### src/design/tcx_cfg.svh
// Constants of the channel X capture and extra compare block.
`ifndef TCX_CFG_SVH
`define TCX_CFG_SVH

// Register offsets on the plain register port.
`define TCX_OFS_CTRL_STATUS   4'h0
`define TCX_OFS_OFFSET_CONST  4'h1
`define TCX_OFS_RISE_CAPTURE  4'h2
`define TCX_OFS_FALL_CAPTURE  4'h3
`define TCX_OFS_SOURCE_SELECT 4'h4
`define TCX_OFS_ARM_CTRL      4'h5
`define TCX_OFS_IRQ_STATUS    4'h6
`define TCX_OFS_IRQ_ENABLE    4'h7
`define TCX_OFS_IRQ_CLEAR     4'h8

// Field positions of the control and status, source select and arm control registers.
`define TCX_POS_WRAP_FLAG     5
`define TCX_POS_CAPTURE_FLAG  4
`define TCX_POS_CMB_ACTION    2
`define TCX_POS_CMA_ACTION    0
`define TCX_POS_SOURCE_PICK   0
`define TCX_POS_CAPTURE_ARM   0

// Interrupt status bit positions.
`define TCX_IRQ_WRAP          0
`define TCX_IRQ_CAPTURE       1
`define TCX_IRQ_MATCH_C       2

// Output action codes.
`define TCX_ACT_KEEP          2'h0
`define TCX_ACT_LOW           2'h1
`define TCX_ACT_HIGH          2'h2
`define TCX_ACT_TOGGLE        2'h3

// Reset values.
`define TCX_RST_OFFSET_CONST  8'hFF
`define TCX_RST_CAPTURE       8'h00
`define TCX_RST_SOURCE_SELECT 8'hFE
`define TCX_RST_COUNTER_MAX   8'hFF

`endif

### src/design/tcx_pkg.sv
// Types shared by the channel X capture and extra compare block.
package tcx_pkg;
    typedef logic [1:0] tcx_action_t;
    typedef enum logic [1:0] {
        TCX_IDLE,
        TCX_WAIT_RISE,
        TCX_WAIT_FALL
    } tcx_cap_state_t;
endpackage

### src/design/tcx_capture_compare.sv
// Channel X capture, extra compare, output select and channel Y source pick.
`timescale 1ns/100ps
`include "tcx_cfg.svh"

module tcx_capture_compare
    import tcx_pkg::*;
#(
    parameter int CNT_W = 8
) (
    input  wire logic             mclk_in,
    input  wire logic             rst_in,
    input  wire logic [3:0]       reg_addr_in,
    input  wire logic [7:0]       reg_wdata_in,
    input  wire logic             reg_wr_in,
    input  wire logic             reg_rd_in,
    output logic      [7:0]       reg_rdata_out,
    input  wire logic [CNT_W-1:0] counter_x_in,
    input  wire logic             cma_match_in,
    input  wire logic             cmb_match_in,
    input  wire logic             ext_reset_in,
    input  wire logic             internal_vsync_pulse_in,
    input  wire logic             channel_y_clock_reset_pin_in,
    output logic                  timer_out_x_out,
    output logic                  match_c_out,
    output logic                  channel_y_source_out,
    output logic                  irq_out
);

    ////////////////////////////////////////////////////////////////////////////////
    // Elaboration check.

    generate
        if (CNT_W != 8) begin : g_bad_width
            $error("tcx_capture_compare serves an 8-bit counter only.");
        end
    endgenerate

    ////////////////////////////////////////////////////////////////////////////////
    // Register state.

    logic [1:0]       cmb_action_ff;
    logic [1:0]       cma_action_ff;
    logic [1:0]       flag_ff;
    logic [1:0]       flag_seen_ff;
    logic [7:0]       compare_offset_constant_ff;
    logic [7:0]       rise_edge_capture_ff;
    logic [7:0]       fall_edge_capture_ff;
    logic [7:0]       edge_capture_ff;
    logic [7:0]       input_source_select_ff;
    logic             capture_arm_ff;
    logic [2:0]       irq_status_ff;
    logic [2:0]       irq_enable_ff;
    logic [7:0]       counter_prev_ff;
    logic [7:0]       rdata_ff;
    logic             timer_out_ff;
    logic             match_c_ff;
    logic             chy_src_ff;
    logic             irq_ff;
    tcx_cap_state_t   cap_state_ff;

    ////////////////////////////////////////////////////////////////////////////////
    // Bus decode.

    logic wr_ctrl;
    logic wr_offset;
    logic wr_source;
    logic wr_arm;
    logic wr_irq_en;
    logic wr_irq_clr;
    logic rd_ctrl;
    logic rd_capture;

    assign wr_ctrl    = reg_wr_in && (reg_addr_in == `TCX_OFS_CTRL_STATUS);
    assign wr_offset  = reg_wr_in && (reg_addr_in == `TCX_OFS_OFFSET_CONST);
    assign wr_source  = reg_wr_in && (reg_addr_in == `TCX_OFS_SOURCE_SELECT);
    assign wr_arm     = reg_wr_in && (reg_addr_in == `TCX_OFS_ARM_CTRL);
    assign wr_irq_en  = reg_wr_in && (reg_addr_in == `TCX_OFS_IRQ_ENABLE);
    assign wr_irq_clr = reg_wr_in && (reg_addr_in == `TCX_OFS_IRQ_CLEAR);
    assign rd_ctrl    = reg_rd_in && (reg_addr_in == `TCX_OFS_CTRL_STATUS);
    assign rd_capture = reg_rd_in && ((reg_addr_in == `TCX_OFS_RISE_CAPTURE) ||
                                      (reg_addr_in == `TCX_OFS_FALL_CAPTURE));

    ////////////////////////////////////////////////////////////////////////////////
    // External reset input synchroniser and edge detection.

    logic ext_meta_ff;
    logic ext_sync_ff;
    logic ext_prev_ff;
    logic ext_rise;
    logic ext_fall;

    always_ff @(posedge mclk_in) begin
        if (rst_in) begin
            ext_meta_ff <= 1'b0;
            ext_sync_ff <= 1'b0;
            ext_prev_ff <= 1'b0;
        end else begin
            ext_meta_ff <= ext_reset_in;
            ext_sync_ff <= ext_meta_ff;
            ext_prev_ff <= ext_sync_ff;
        end
    end

    assign ext_rise = ext_sync_ff && !ext_prev_ff;
    assign ext_fall = !ext_sync_ff && ext_prev_ff;

    ////////////////////////////////////////////////////////////////////////////////
    // Capture edges seen during a capture register read wait one cycle.

    logic rise_pend_ff;
    logic fall_pend_ff;
    logic cap_rise;
    logic cap_fall;

    always_ff @(posedge mclk_in) begin
        if (rst_in) begin
            rise_pend_ff <= 1'b0;
            fall_pend_ff <= 1'b0;
        end else begin
            rise_pend_ff <= ext_rise && rd_capture;
            fall_pend_ff <= ext_fall && rd_capture;
        end
    end

    assign cap_rise = (ext_rise && !rd_capture) || rise_pend_ff;
    assign cap_fall = (ext_fall && !rd_capture) || fall_pend_ff;

    ////////////////////////////////////////////////////////////////////////////////
    // Edge capture register, visible only to the compare logic.

    always_ff @(posedge mclk_in) begin
        if (rst_in) begin
            edge_capture_ff <= `TCX_RST_CAPTURE;
        end else if (ext_rise) begin
            edge_capture_ff <= counter_x_in;
        end
    end

    ////////////////////////////////////////////////////////////////////////////////
    // Compare-match C against offset plus edge capture.

    logic [7:0] match_c_target;
    logic       nxt_match_c;

    assign match_c_target = 8'(compare_offset_constant_ff + edge_capture_ff);
    assign nxt_match_c    = (counter_x_in == match_c_target)
                            && !wr_offset && !ext_rise;

    always_ff @(posedge mclk_in) begin
        if (rst_in) begin
            match_c_ff <= 1'b0;
        end else begin
            match_c_ff <= nxt_match_c;
        end
    end

    always_ff @(posedge mclk_in) begin
        if (rst_in) begin
            compare_offset_constant_ff <= `TCX_RST_OFFSET_CONST;
        end else if (wr_offset) begin
            compare_offset_constant_ff <= reg_wdata_in;
        end
    end

    ////////////////////////////////////////////////////////////////////////////////
    // Armed single rise-then-fall measurement.

    logic cap_done;

    assign cap_done = (cap_state_ff == TCX_WAIT_FALL) && cap_fall;

    always_ff @(posedge mclk_in) begin
        if (rst_in) begin
            cap_state_ff <= TCX_IDLE;
        end else begin
            unique case (cap_state_ff)
                TCX_IDLE: begin
                    if (capture_arm_ff) begin
                        cap_state_ff <= TCX_WAIT_RISE;
                    end
                end
                TCX_WAIT_RISE: begin
                    if (!capture_arm_ff) begin
                        cap_state_ff <= TCX_IDLE;
                    end else if (cap_rise) begin
                        cap_state_ff <= TCX_WAIT_FALL;
                    end
                end
                TCX_WAIT_FALL: begin
                    if (!capture_arm_ff || cap_fall) begin
                        cap_state_ff <= TCX_IDLE;
                    end
                end
            endcase
        end
    end

    always_ff @(posedge mclk_in) begin
        if (rst_in) begin
            rise_edge_capture_ff <= `TCX_RST_CAPTURE;
            fall_edge_capture_ff <= `TCX_RST_CAPTURE;
        end else begin
            if ((cap_state_ff == TCX_WAIT_RISE) && capture_arm_ff && cap_rise) begin
                rise_edge_capture_ff <= counter_x_in;
            end
            if (cap_done && capture_arm_ff) begin
                fall_edge_capture_ff <= counter_x_in;
            end
        end
    end

    // A software write of the arm bit wins over the self-clear.
    always_ff @(posedge mclk_in) begin
        if (rst_in) begin
            capture_arm_ff <= 1'b0;
        end else if (wr_arm) begin
            capture_arm_ff <= reg_wdata_in[`TCX_POS_CAPTURE_ARM];
        end else if (cap_done) begin
            capture_arm_ff <= 1'b0;
        end
    end

    ////////////////////////////////////////////////////////////////////////////////
    // Wrap and capture flags, cleared by read-one-then-write-zero.

    logic [7:0] counter_max;
    logic       wrap_evt;
    logic [1:0] flag_set;
    logic [1:0] flag_pos_wdata;

    assign counter_max = `TCX_RST_COUNTER_MAX;
    assign wrap_evt    = (counter_prev_ff == counter_max) &&
                         (counter_x_in == 8'h00);
    assign flag_set    = {wrap_evt, cap_done && capture_arm_ff};
    assign flag_pos_wdata = {reg_wdata_in[`TCX_POS_WRAP_FLAG],
                             reg_wdata_in[`TCX_POS_CAPTURE_FLAG]};

    always_ff @(posedge mclk_in) begin
        if (rst_in) begin
            counter_prev_ff <= 8'h00;
        end else begin
            counter_prev_ff <= counter_x_in;
        end
    end

    // Bit 1 is the wrap flag and bit 0 the capture flag; a set wins over a clear.
    generate
        for (genvar i = 0; i < 2; i++) begin : g_flag
            always_ff @(posedge mclk_in) begin
                if (rst_in) begin
                    flag_ff[i]      <= 1'b0;
                    flag_seen_ff[i] <= 1'b0;
                end else if (flag_set[i]) begin
                    flag_ff[i]      <= 1'b1;
                end else if (wr_ctrl && flag_seen_ff[i] && !flag_pos_wdata[i]) begin
                    flag_ff[i]      <= 1'b0;
                    flag_seen_ff[i] <= 1'b0;
                end else if (rd_ctrl && flag_ff[i]) begin
                    flag_seen_ff[i] <= 1'b1;
                end
            end
        end
    endgenerate

    ////////////////////////////////////////////////////////////////////////////////
    // Output select fields and timer output.

    always_ff @(posedge mclk_in) begin
        if (rst_in) begin
            cmb_action_ff <= `TCX_ACT_KEEP;
            cma_action_ff <= `TCX_ACT_KEEP;
        end else if (wr_ctrl) begin
            cmb_action_ff <= reg_wdata_in[`TCX_POS_CMB_ACTION +: 2];
            cma_action_ff <= reg_wdata_in[`TCX_POS_CMA_ACTION +: 2];
        end
    end

    function automatic logic apply_action(input tcx_action_t act, input logic cur);
        logic res;
        res = cur;
        unique case (act)
            `TCX_ACT_KEEP:   res = cur;
            `TCX_ACT_LOW:    res = 1'b0;
            `TCX_ACT_HIGH:   res = 1'b1;
            `TCX_ACT_TOGGLE: res = !cur;
        endcase
        return res;
    endfunction

    // When both matches land together, match B acts on the result of match A.
    logic nxt_timer_out;
    logic after_a;

    always_comb begin
        after_a       = cma_match_in ? apply_action(cma_action_ff, timer_out_ff)
                                     : timer_out_ff;
        nxt_timer_out = cmb_match_in ? apply_action(cmb_action_ff, after_a)
                                     : after_a;
    end

    always_ff @(posedge mclk_in) begin
        if (rst_in) begin
            timer_out_ff <= 1'b0;
        end else begin
            timer_out_ff <= nxt_timer_out;
        end
    end

    ////////////////////////////////////////////////////////////////////////////////
    // Channel Y source pick.

    logic chy_meta_ff;
    logic chy_sync_ff;

    always_ff @(posedge mclk_in) begin
        if (rst_in) begin
            chy_meta_ff <= 1'b0;
            chy_sync_ff <= 1'b0;
        end else begin
            chy_meta_ff <= channel_y_clock_reset_pin_in;
            chy_sync_ff <= chy_meta_ff;
        end
    end

    always_ff @(posedge mclk_in) begin
        if (rst_in) begin
            input_source_select_ff <= `TCX_RST_SOURCE_SELECT;
        end else if (wr_source) begin
            input_source_select_ff <= reg_wdata_in;
        end
    end

    always_ff @(posedge mclk_in) begin
        if (rst_in) begin
            chy_src_ff <= 1'b0;
        end else if (input_source_select_ff[`TCX_POS_SOURCE_PICK]) begin
            chy_src_ff <= chy_sync_ff;
        end else begin
            chy_src_ff <= internal_vsync_pulse_in;
        end
    end

    ////////////////////////////////////////////////////////////////////////////////
    // Interrupt status, enable and clear.

    logic [2:0] irq_evt;

    assign irq_evt = {nxt_match_c && !match_c_ff, flag_set[0], flag_set[1]};

    always_ff @(posedge mclk_in) begin
        if (rst_in) begin
            irq_status_ff <= 3'h0;
        end else begin
            irq_status_ff <= (irq_status_ff & ~(wr_irq_clr ? reg_wdata_in[2:0] : 3'h0))
                             | irq_evt;
        end
    end

    always_ff @(posedge mclk_in) begin
        if (rst_in) begin
            irq_enable_ff <= 3'h0;
        end else if (wr_irq_en) begin
            irq_enable_ff <= reg_wdata_in[2:0];
        end
    end

    always_ff @(posedge mclk_in) begin
        if (rst_in) begin
            irq_ff <= 1'b0;
        end else begin
            irq_ff <= |(irq_status_ff & irq_enable_ff);
        end
    end

    ////////////////////////////////////////////////////////////////////////////////
    // Read data, valid only in the cycle after the read strobe.

    logic [7:0] nxt_rdata;

    always_comb begin
        nxt_rdata = 8'h00;
        if (reg_rd_in) begin
            unique case (reg_addr_in)
                `TCX_OFS_CTRL_STATUS:   nxt_rdata = {2'h0, flag_ff, cmb_action_ff,
                                                     cma_action_ff};
                `TCX_OFS_OFFSET_CONST:  nxt_rdata = compare_offset_constant_ff;
                `TCX_OFS_RISE_CAPTURE:  nxt_rdata = rise_edge_capture_ff;
                `TCX_OFS_FALL_CAPTURE:  nxt_rdata = fall_edge_capture_ff;
                `TCX_OFS_SOURCE_SELECT: nxt_rdata = input_source_select_ff;
                `TCX_OFS_ARM_CTRL:      nxt_rdata = {7'h00, capture_arm_ff};
                `TCX_OFS_IRQ_STATUS:    nxt_rdata = {5'h00, irq_status_ff};
                `TCX_OFS_IRQ_ENABLE:    nxt_rdata = {5'h00, irq_enable_ff};
                default:                nxt_rdata = 8'h00;
            endcase
        end
    end

    always_ff @(posedge mclk_in) begin
        if (rst_in) begin
            rdata_ff <= 8'h00;
        end else begin
            rdata_ff <= nxt_rdata;
        end
    end

    ////////////////////////////////////////////////////////////////////////////////
    // Outputs.

    assign reg_rdata_out        = rdata_ff;
    assign timer_out_x_out      = timer_out_ff;
    assign match_c_out          = match_c_ff;
    assign channel_y_source_out = chy_src_ff;
    assign irq_out              = irq_ff;

endmodule

### config.mk
export PLATFORM = sky130hd
export DESIGN_NAME = tcx_capture_compare
export DESIGN_NICKNAME = d
export VERILOG_FILES = /design/src/design/tcx_pkg.sv /design/src/design/tcx_capture_compare.sv
export VERILOG_INCLUDE_DIRS = /design/src /design/src/design
export SDC_FILE = /design/constraint.sdc
export NUM_CORES = 1
export LEC_CHECK = 0
export BUFFER_PORTS_ARGS = -buffer_cell sky130_fd_sc_hd__clkbuf_2
export CORE_MARGIN = 2
export CORE_UTILIZATION = 40
export DETAILED_ROUTE_END_ITERATION = 8
export SLEW_MARGIN = 20
export SYNTH_ARGS = -nofsm -noshare
export SYNTH_HDL_FRONTEND = slang
export SYNTH_SLANG_ARGS = --single-unit
### constraint.sdc
create_clock -name mclk_in -period 2.7 [get_ports mclk_in]
set_input_delay 0.135 -clock mclk_in [delete_from_list [all_inputs] [get_ports mclk_in]]
set_output_delay 0.135 -clock mclk_in [all_outputs]
set_load 0.005 [all_outputs]
==> results.txt <==
- Max-cap violations in this run came to 0.
- Global routing used 18.17% of the available tracks across all layers.
* Max-slew violation count: 0
- Worst Setup Path Type: reg -> reg
* Count of state elements after synthesis: 84
- The H-tree generated during clock tree synthesis spans 3 levels.
* Longest individual stage delay on the worst path: 0.55 ns
* Compound-gate portion of the synthesized area: a little over an eighth
- The HPWL after detailed placement is 6.410 mm.
- Synth Cell Area: about 0.0037 mm^2
- Via density per instance: 5.369
* Mean instance size in the synthesized netlist: 9.627 um^2
- Maximum clock insertion buffer count: 2
- Sequential area share after synthesis: between 40% and 50%
- Die Span Y: 100.8 um
* Largest area contributor in the synthesized netlist: sky130_fd_sc_hd__dfxtp_1
* Combinational cell fraction of total power: 13.1%
- Clock tree from TritonCTS: done
* Number of top-level pins: 41
* Synth top area share: 44.90%
* Total setup violations reported at the end of the flow: 0
- Post-synth top cells: sky130_fd_sc_hd__dfxtp_1, sky130_fd_sc_hd__nor2_1, sky130_fd_sc_hd__nand2_1
- CTS resizes: 0
- After global routing the overflow that remains totals 0.
- The worst register-to-register path begins at compare_offset_constant_ff[0].
* Ys async rst share: 0%
* Hold Violations, Final: 0
- Walking the worst path, the cells encountered are ha_1 -> fa_1 -> xnor2_2 -> xnor2_1 -> or4_4 -> nor4_4 -> and3_1.
- Average wire length per cell after detail routing: 16.01 um
- After synthesis, the share of cell area in mux cells is under 10%.
* Area overhead of the layout relative to synthesis: 14.07%
* X dimension of the die: roughly 100 um
* Post-CTS Repair Setup Buffers: 0
- Routability congestion estimate: 0.9106
* Sw power: 637.5 uW
* Synthesized-area fraction occupied by adder cells: approximately 3.9%
- For the pin with the worst max-slew slack, the measured transition is around 0.69 ns.
* CTS Root Cell: sky130_fd_sc_hd__clkbuf_8
- Startpoint type of the worst setup path: flip-flop
- The most critical setup path has its startpoint at compare_offset_constant_ff[0].
- Final nets: around 470
- Pin count of the biggest net entering global routing: 68
- Power spread over the standard cell area amounts to 592.0 mW/mm^2.
* Run status: completed
- Number of CTS-inserted buffers: 9
* Reg power frac: between 50% and 60%
* Post-Route WL: 8.758 mm
- The number of antenna diodes in the final layout is 0.
* Clock slew seen by the registers of the worst setup and hold paths: ~0.09 ns
* Peak supply drop: 266.4 uV
* Layout cells sized above 1: 19.50%
* Internal power contribution: 1891 uW
- Fill count: 877
- In this run, the clock network consumes a little over a third of the power.
- Once detail routing completed, the nets flagged for antenna violations numbered 0.
* Worst hold path type: in -> reg
- Final total power: 2529 uW
- Among all stages on the critical path, the largest delay is contributed by sky130_fd_sc_hd__or4_4.
- After floorplanning, the core was sized to cover 0.009153 mm^2.
- Leading post-synthesis cells by cell area: sky130_fd_sc_hd__dfxtp_1, sky130_fd_sc_hd__mux2i_1, sky130_fd_sc_hd__nor2_1
- Portion of the clock cycle consumed by the worst path in the final layout: 87.70%
- The initialized floorplan defines 35 standard-cell rows.
- Number of global-route vias before repair: 2803
- After synthesis, the largest family of logic cells by area is simple AND/OR/NAND/NOR gates.
* Port bufs: 40
* Switching portion of total power: 25.21%
* Antenna violations before repair: 0
- Initial Util: 40.92%
- Max transition margin: 54.25%
* Wire length of the first global-routing pass: 14.21 mm
- Number of synthesized flops with an enable pin: 0
* Total negative slack for setup checks: 0 ns
- # DRC: 0
- Maximum fanout along the worst path: 3
- Of the total synthesized cell area, the portion taken by XOR and XNOR cells is 3.709%.
- Instance count of the mapped netlist: just under 400
- Clk Latency, worst-skew pair: 0.35 ns
- For this design the static power due to leakage is 0.001681 uW.
* Worst Clk Skew: approximately 0.011 ns
* Final core utilization: 46.67%
- Simple-gate portion of the synthesized area: ~22%
- Setup repair after global routing left no endpoint under its margin.
- Subtracting the final worst setup slack from the clock period gives 2.368 ns.
- Data required time of the critical path: 2.99 ns
- Area of the die: 0.01015 mm^2
- The first routing iteration left around 100 violations.
* Number of cell instances on the worst register-to-register path: 7
- Router iterations before antenna repair: 5
* Arrival time reported for the critical path endpoint: about 2.7 ns
* Destination of the critical timing path: match_c_out
* PnR worst setup slack: 0.3321 ns
- Primary FF master, synth: sky130_fd_sc_hd__dfxtp_1
* Highest clock rate: 422.3 MHz
* Clock Sink Count: 84
* Most instantiated library cell after synthesis: sky130_fd_sc_hd__dfxtp_1
- End of the worst register-to-register path: match_c_out
- Net count of the mapped netlist: 429
- Number of warning messages in the yosys log: 0
- The detailed router placed 2937 vias in this run.
- Setup slack after placement: 0.3600 ns
* Setup slack of the most critical reg-to-reg path: 0.33 ns
* Synth cell types: between 50 and 60
* Kind of end point of the critical path: flip-flop
[placed cells by master, fill, tap and decap left out, types with 2 or more instances in the layout]
cell type and count:
sky130_fd_sc_hd__nor3_2 2, sky130_fd_sc_hd__and2_1 2, sky130_fd_sc_hd__nor3_1 4, sky130_fd_sc_hd__clkbuf_2 40, sky130_fd_sc_hd__clkbuf_8 11, sky130_fd_sc_hd__clkinv_2 2, sky130_fd_sc_hd__ha_1 10, sky130_fd_sc_hd__a32oi_1 2
sky130_fd_sc_hd__nor2_1 46, sky130_fd_sc_hd__mux2_2 2, sky130_fd_sc_hd__nand3b_1 8, sky130_fd_sc_hd__or2_2 2, sky130_fd_sc_hd__dfxtp_1 84, sky130_fd_sc_hd__a21o_1 2, sky130_fd_sc_hd__nand2_1 38, sky130_fd_sc_hd__o21ai_0 3
sky130_fd_sc_hd__a22oi_1 3, sky130_fd_sc_hd__a31oi_1 3, sky130_fd_sc_hd__mux2i_1 29, sky130_fd_sc_hd__dlygate4sd3_1 4, sky130_fd_sc_hd__inv_1 4, sky130_fd_sc_hd__nor2b_1 21, sky130_fd_sc_hd__nand4_1 4, sky130_fd_sc_hd__xor2_1 2
sky130_fd_sc_hd__nor4_1 3, sky130_fd_sc_hd__nor3b_1 2, sky130_fd_sc_hd__a21oi_1 22, sky130_fd_sc_hd__a311oi_1 2, sky130_fd_sc_hd__nand3_1 6, sky130_fd_sc_hd__a211oi_1 4, sky130_fd_sc_hd__nor4_4 2, sky130_fd_sc_hd__o31ai_1 2
sky130_fd_sc_hd__o22a_2 8, sky130_fd_sc_hd__nand2b_1 3, sky130_fd_sc_hd__a221oi_1 7, sky130_fd_sc_hd__xnor2_1 12, sky130_fd_sc_hd__a211o_1 8, sky130_fd_sc_hd__buf_4 6
[area by class of cell]
class                      instances  area [um^2]  area share [%]
multi-input combinational        282         1948           45.61
sequential                        84         1682           39.37
timing repair buffer              50        285.3           6.678
clock buffer                      12        155.1           3.632
tap                              111        138.9           3.251
clock inverter                     4        47.55           1.113
inverter                           4        15.01          0.3515
[flip-flops by register name, indices dropped and copies added (netlist names), 2 cells and up]
name	flops
cap_state_ff	2
cma_action_ff	2
cmb_action_ff	2
compare_offset_constant_ff	8
counter_prev_ff	8
edge_capture_ff	8
fall_edge_capture_ff	8
flag_ff	2
flag_seen_ff	2
input_source_select_ff	8
irq_enable_ff	3
irq_status_ff	3
reg_rdata_out	8
rise_edge_capture_ff	8
[what timing repair did]
action,in CTS,in global routing
endpoints found under the hold margin,4,0
hold buffers,4,0
setup endpoints to repair,0,0
[critical path: cells and delay by family, from the launching register on]
| family | cells | cell delay [ns] |
|---|---|---|
| fa+ha+maj | 2 | 0.66 |
| simple gates | 3 | 1.02 |
| xor+xnor | 2 | 0.30 |
| flops | 1 | 0.33 |
[power groups by stage]
| stage | Sequential (uW) | Clock [uW] | Combinational [uW] |
|---|---|---|---|
| finish | 1290 | 907 | 332 |
| global route | 1290 | 980 | 362 |
| CTS | 1290 | 934 | 332 |
| detailed placement | 1320 | 0 | 326 |
| global placement | 1320 | 0 | 316 |
| floorplan | 1310 | 0 | 243 |
[routing by layer]
layer  routed length [um]  vias up  track usage, %
li1                     -     1470               -
met1                 4351     1398           24.75
met2                 3971       60           28.05
met3                  304        9           3.467
met4                  131        0           7.903
met5                    0        -               0
[kinds of logic after synthesis]
| family | Yosys count |
|---|---|
| AOI/OAI and AO/OA | 70 |
| and+or+nand+nor | 155 |
| adders and majority gates | 11 |
| muxes | 31 |
| buffers and inverters | 23 |
| DFF | 84 |
| xor gates and xnor gates | 15 |
[metrics by stage]
stage,cell area (um^2),cells,hold slack [ns]
floorplan,3745,389,0.2511
global placement,4029,527,0.3445
detailed placement,4029,527,0.3486
CTS,4272,547,0.008802
global route,4272,547,0.01660
finish,4272,547,0.01775
[how the worst min path moves through the flow]
| stage | start | endpoint | cells past startpoint |
|---|---|---|---|
| finish | internal_vsync_pulse_in | channel_y_source_out | 3 |
| detailed placement | channel_y_clock_reset_pin_in | chy_meta_ff | 2 |
| global route | reg_wdata_in[4] | compare_offset_constant_ff[4] | 2 |
| floorplan | cmb_match_in | timer_out_x_out | 1 |
| global placement | channel_y_clock_reset_pin_in | chy_meta_ff | 2 |
| CTS | internal_vsync_pulse_in | channel_y_source_out | 3 |
No activity file was read; power rests on OpenSTA's default activity.
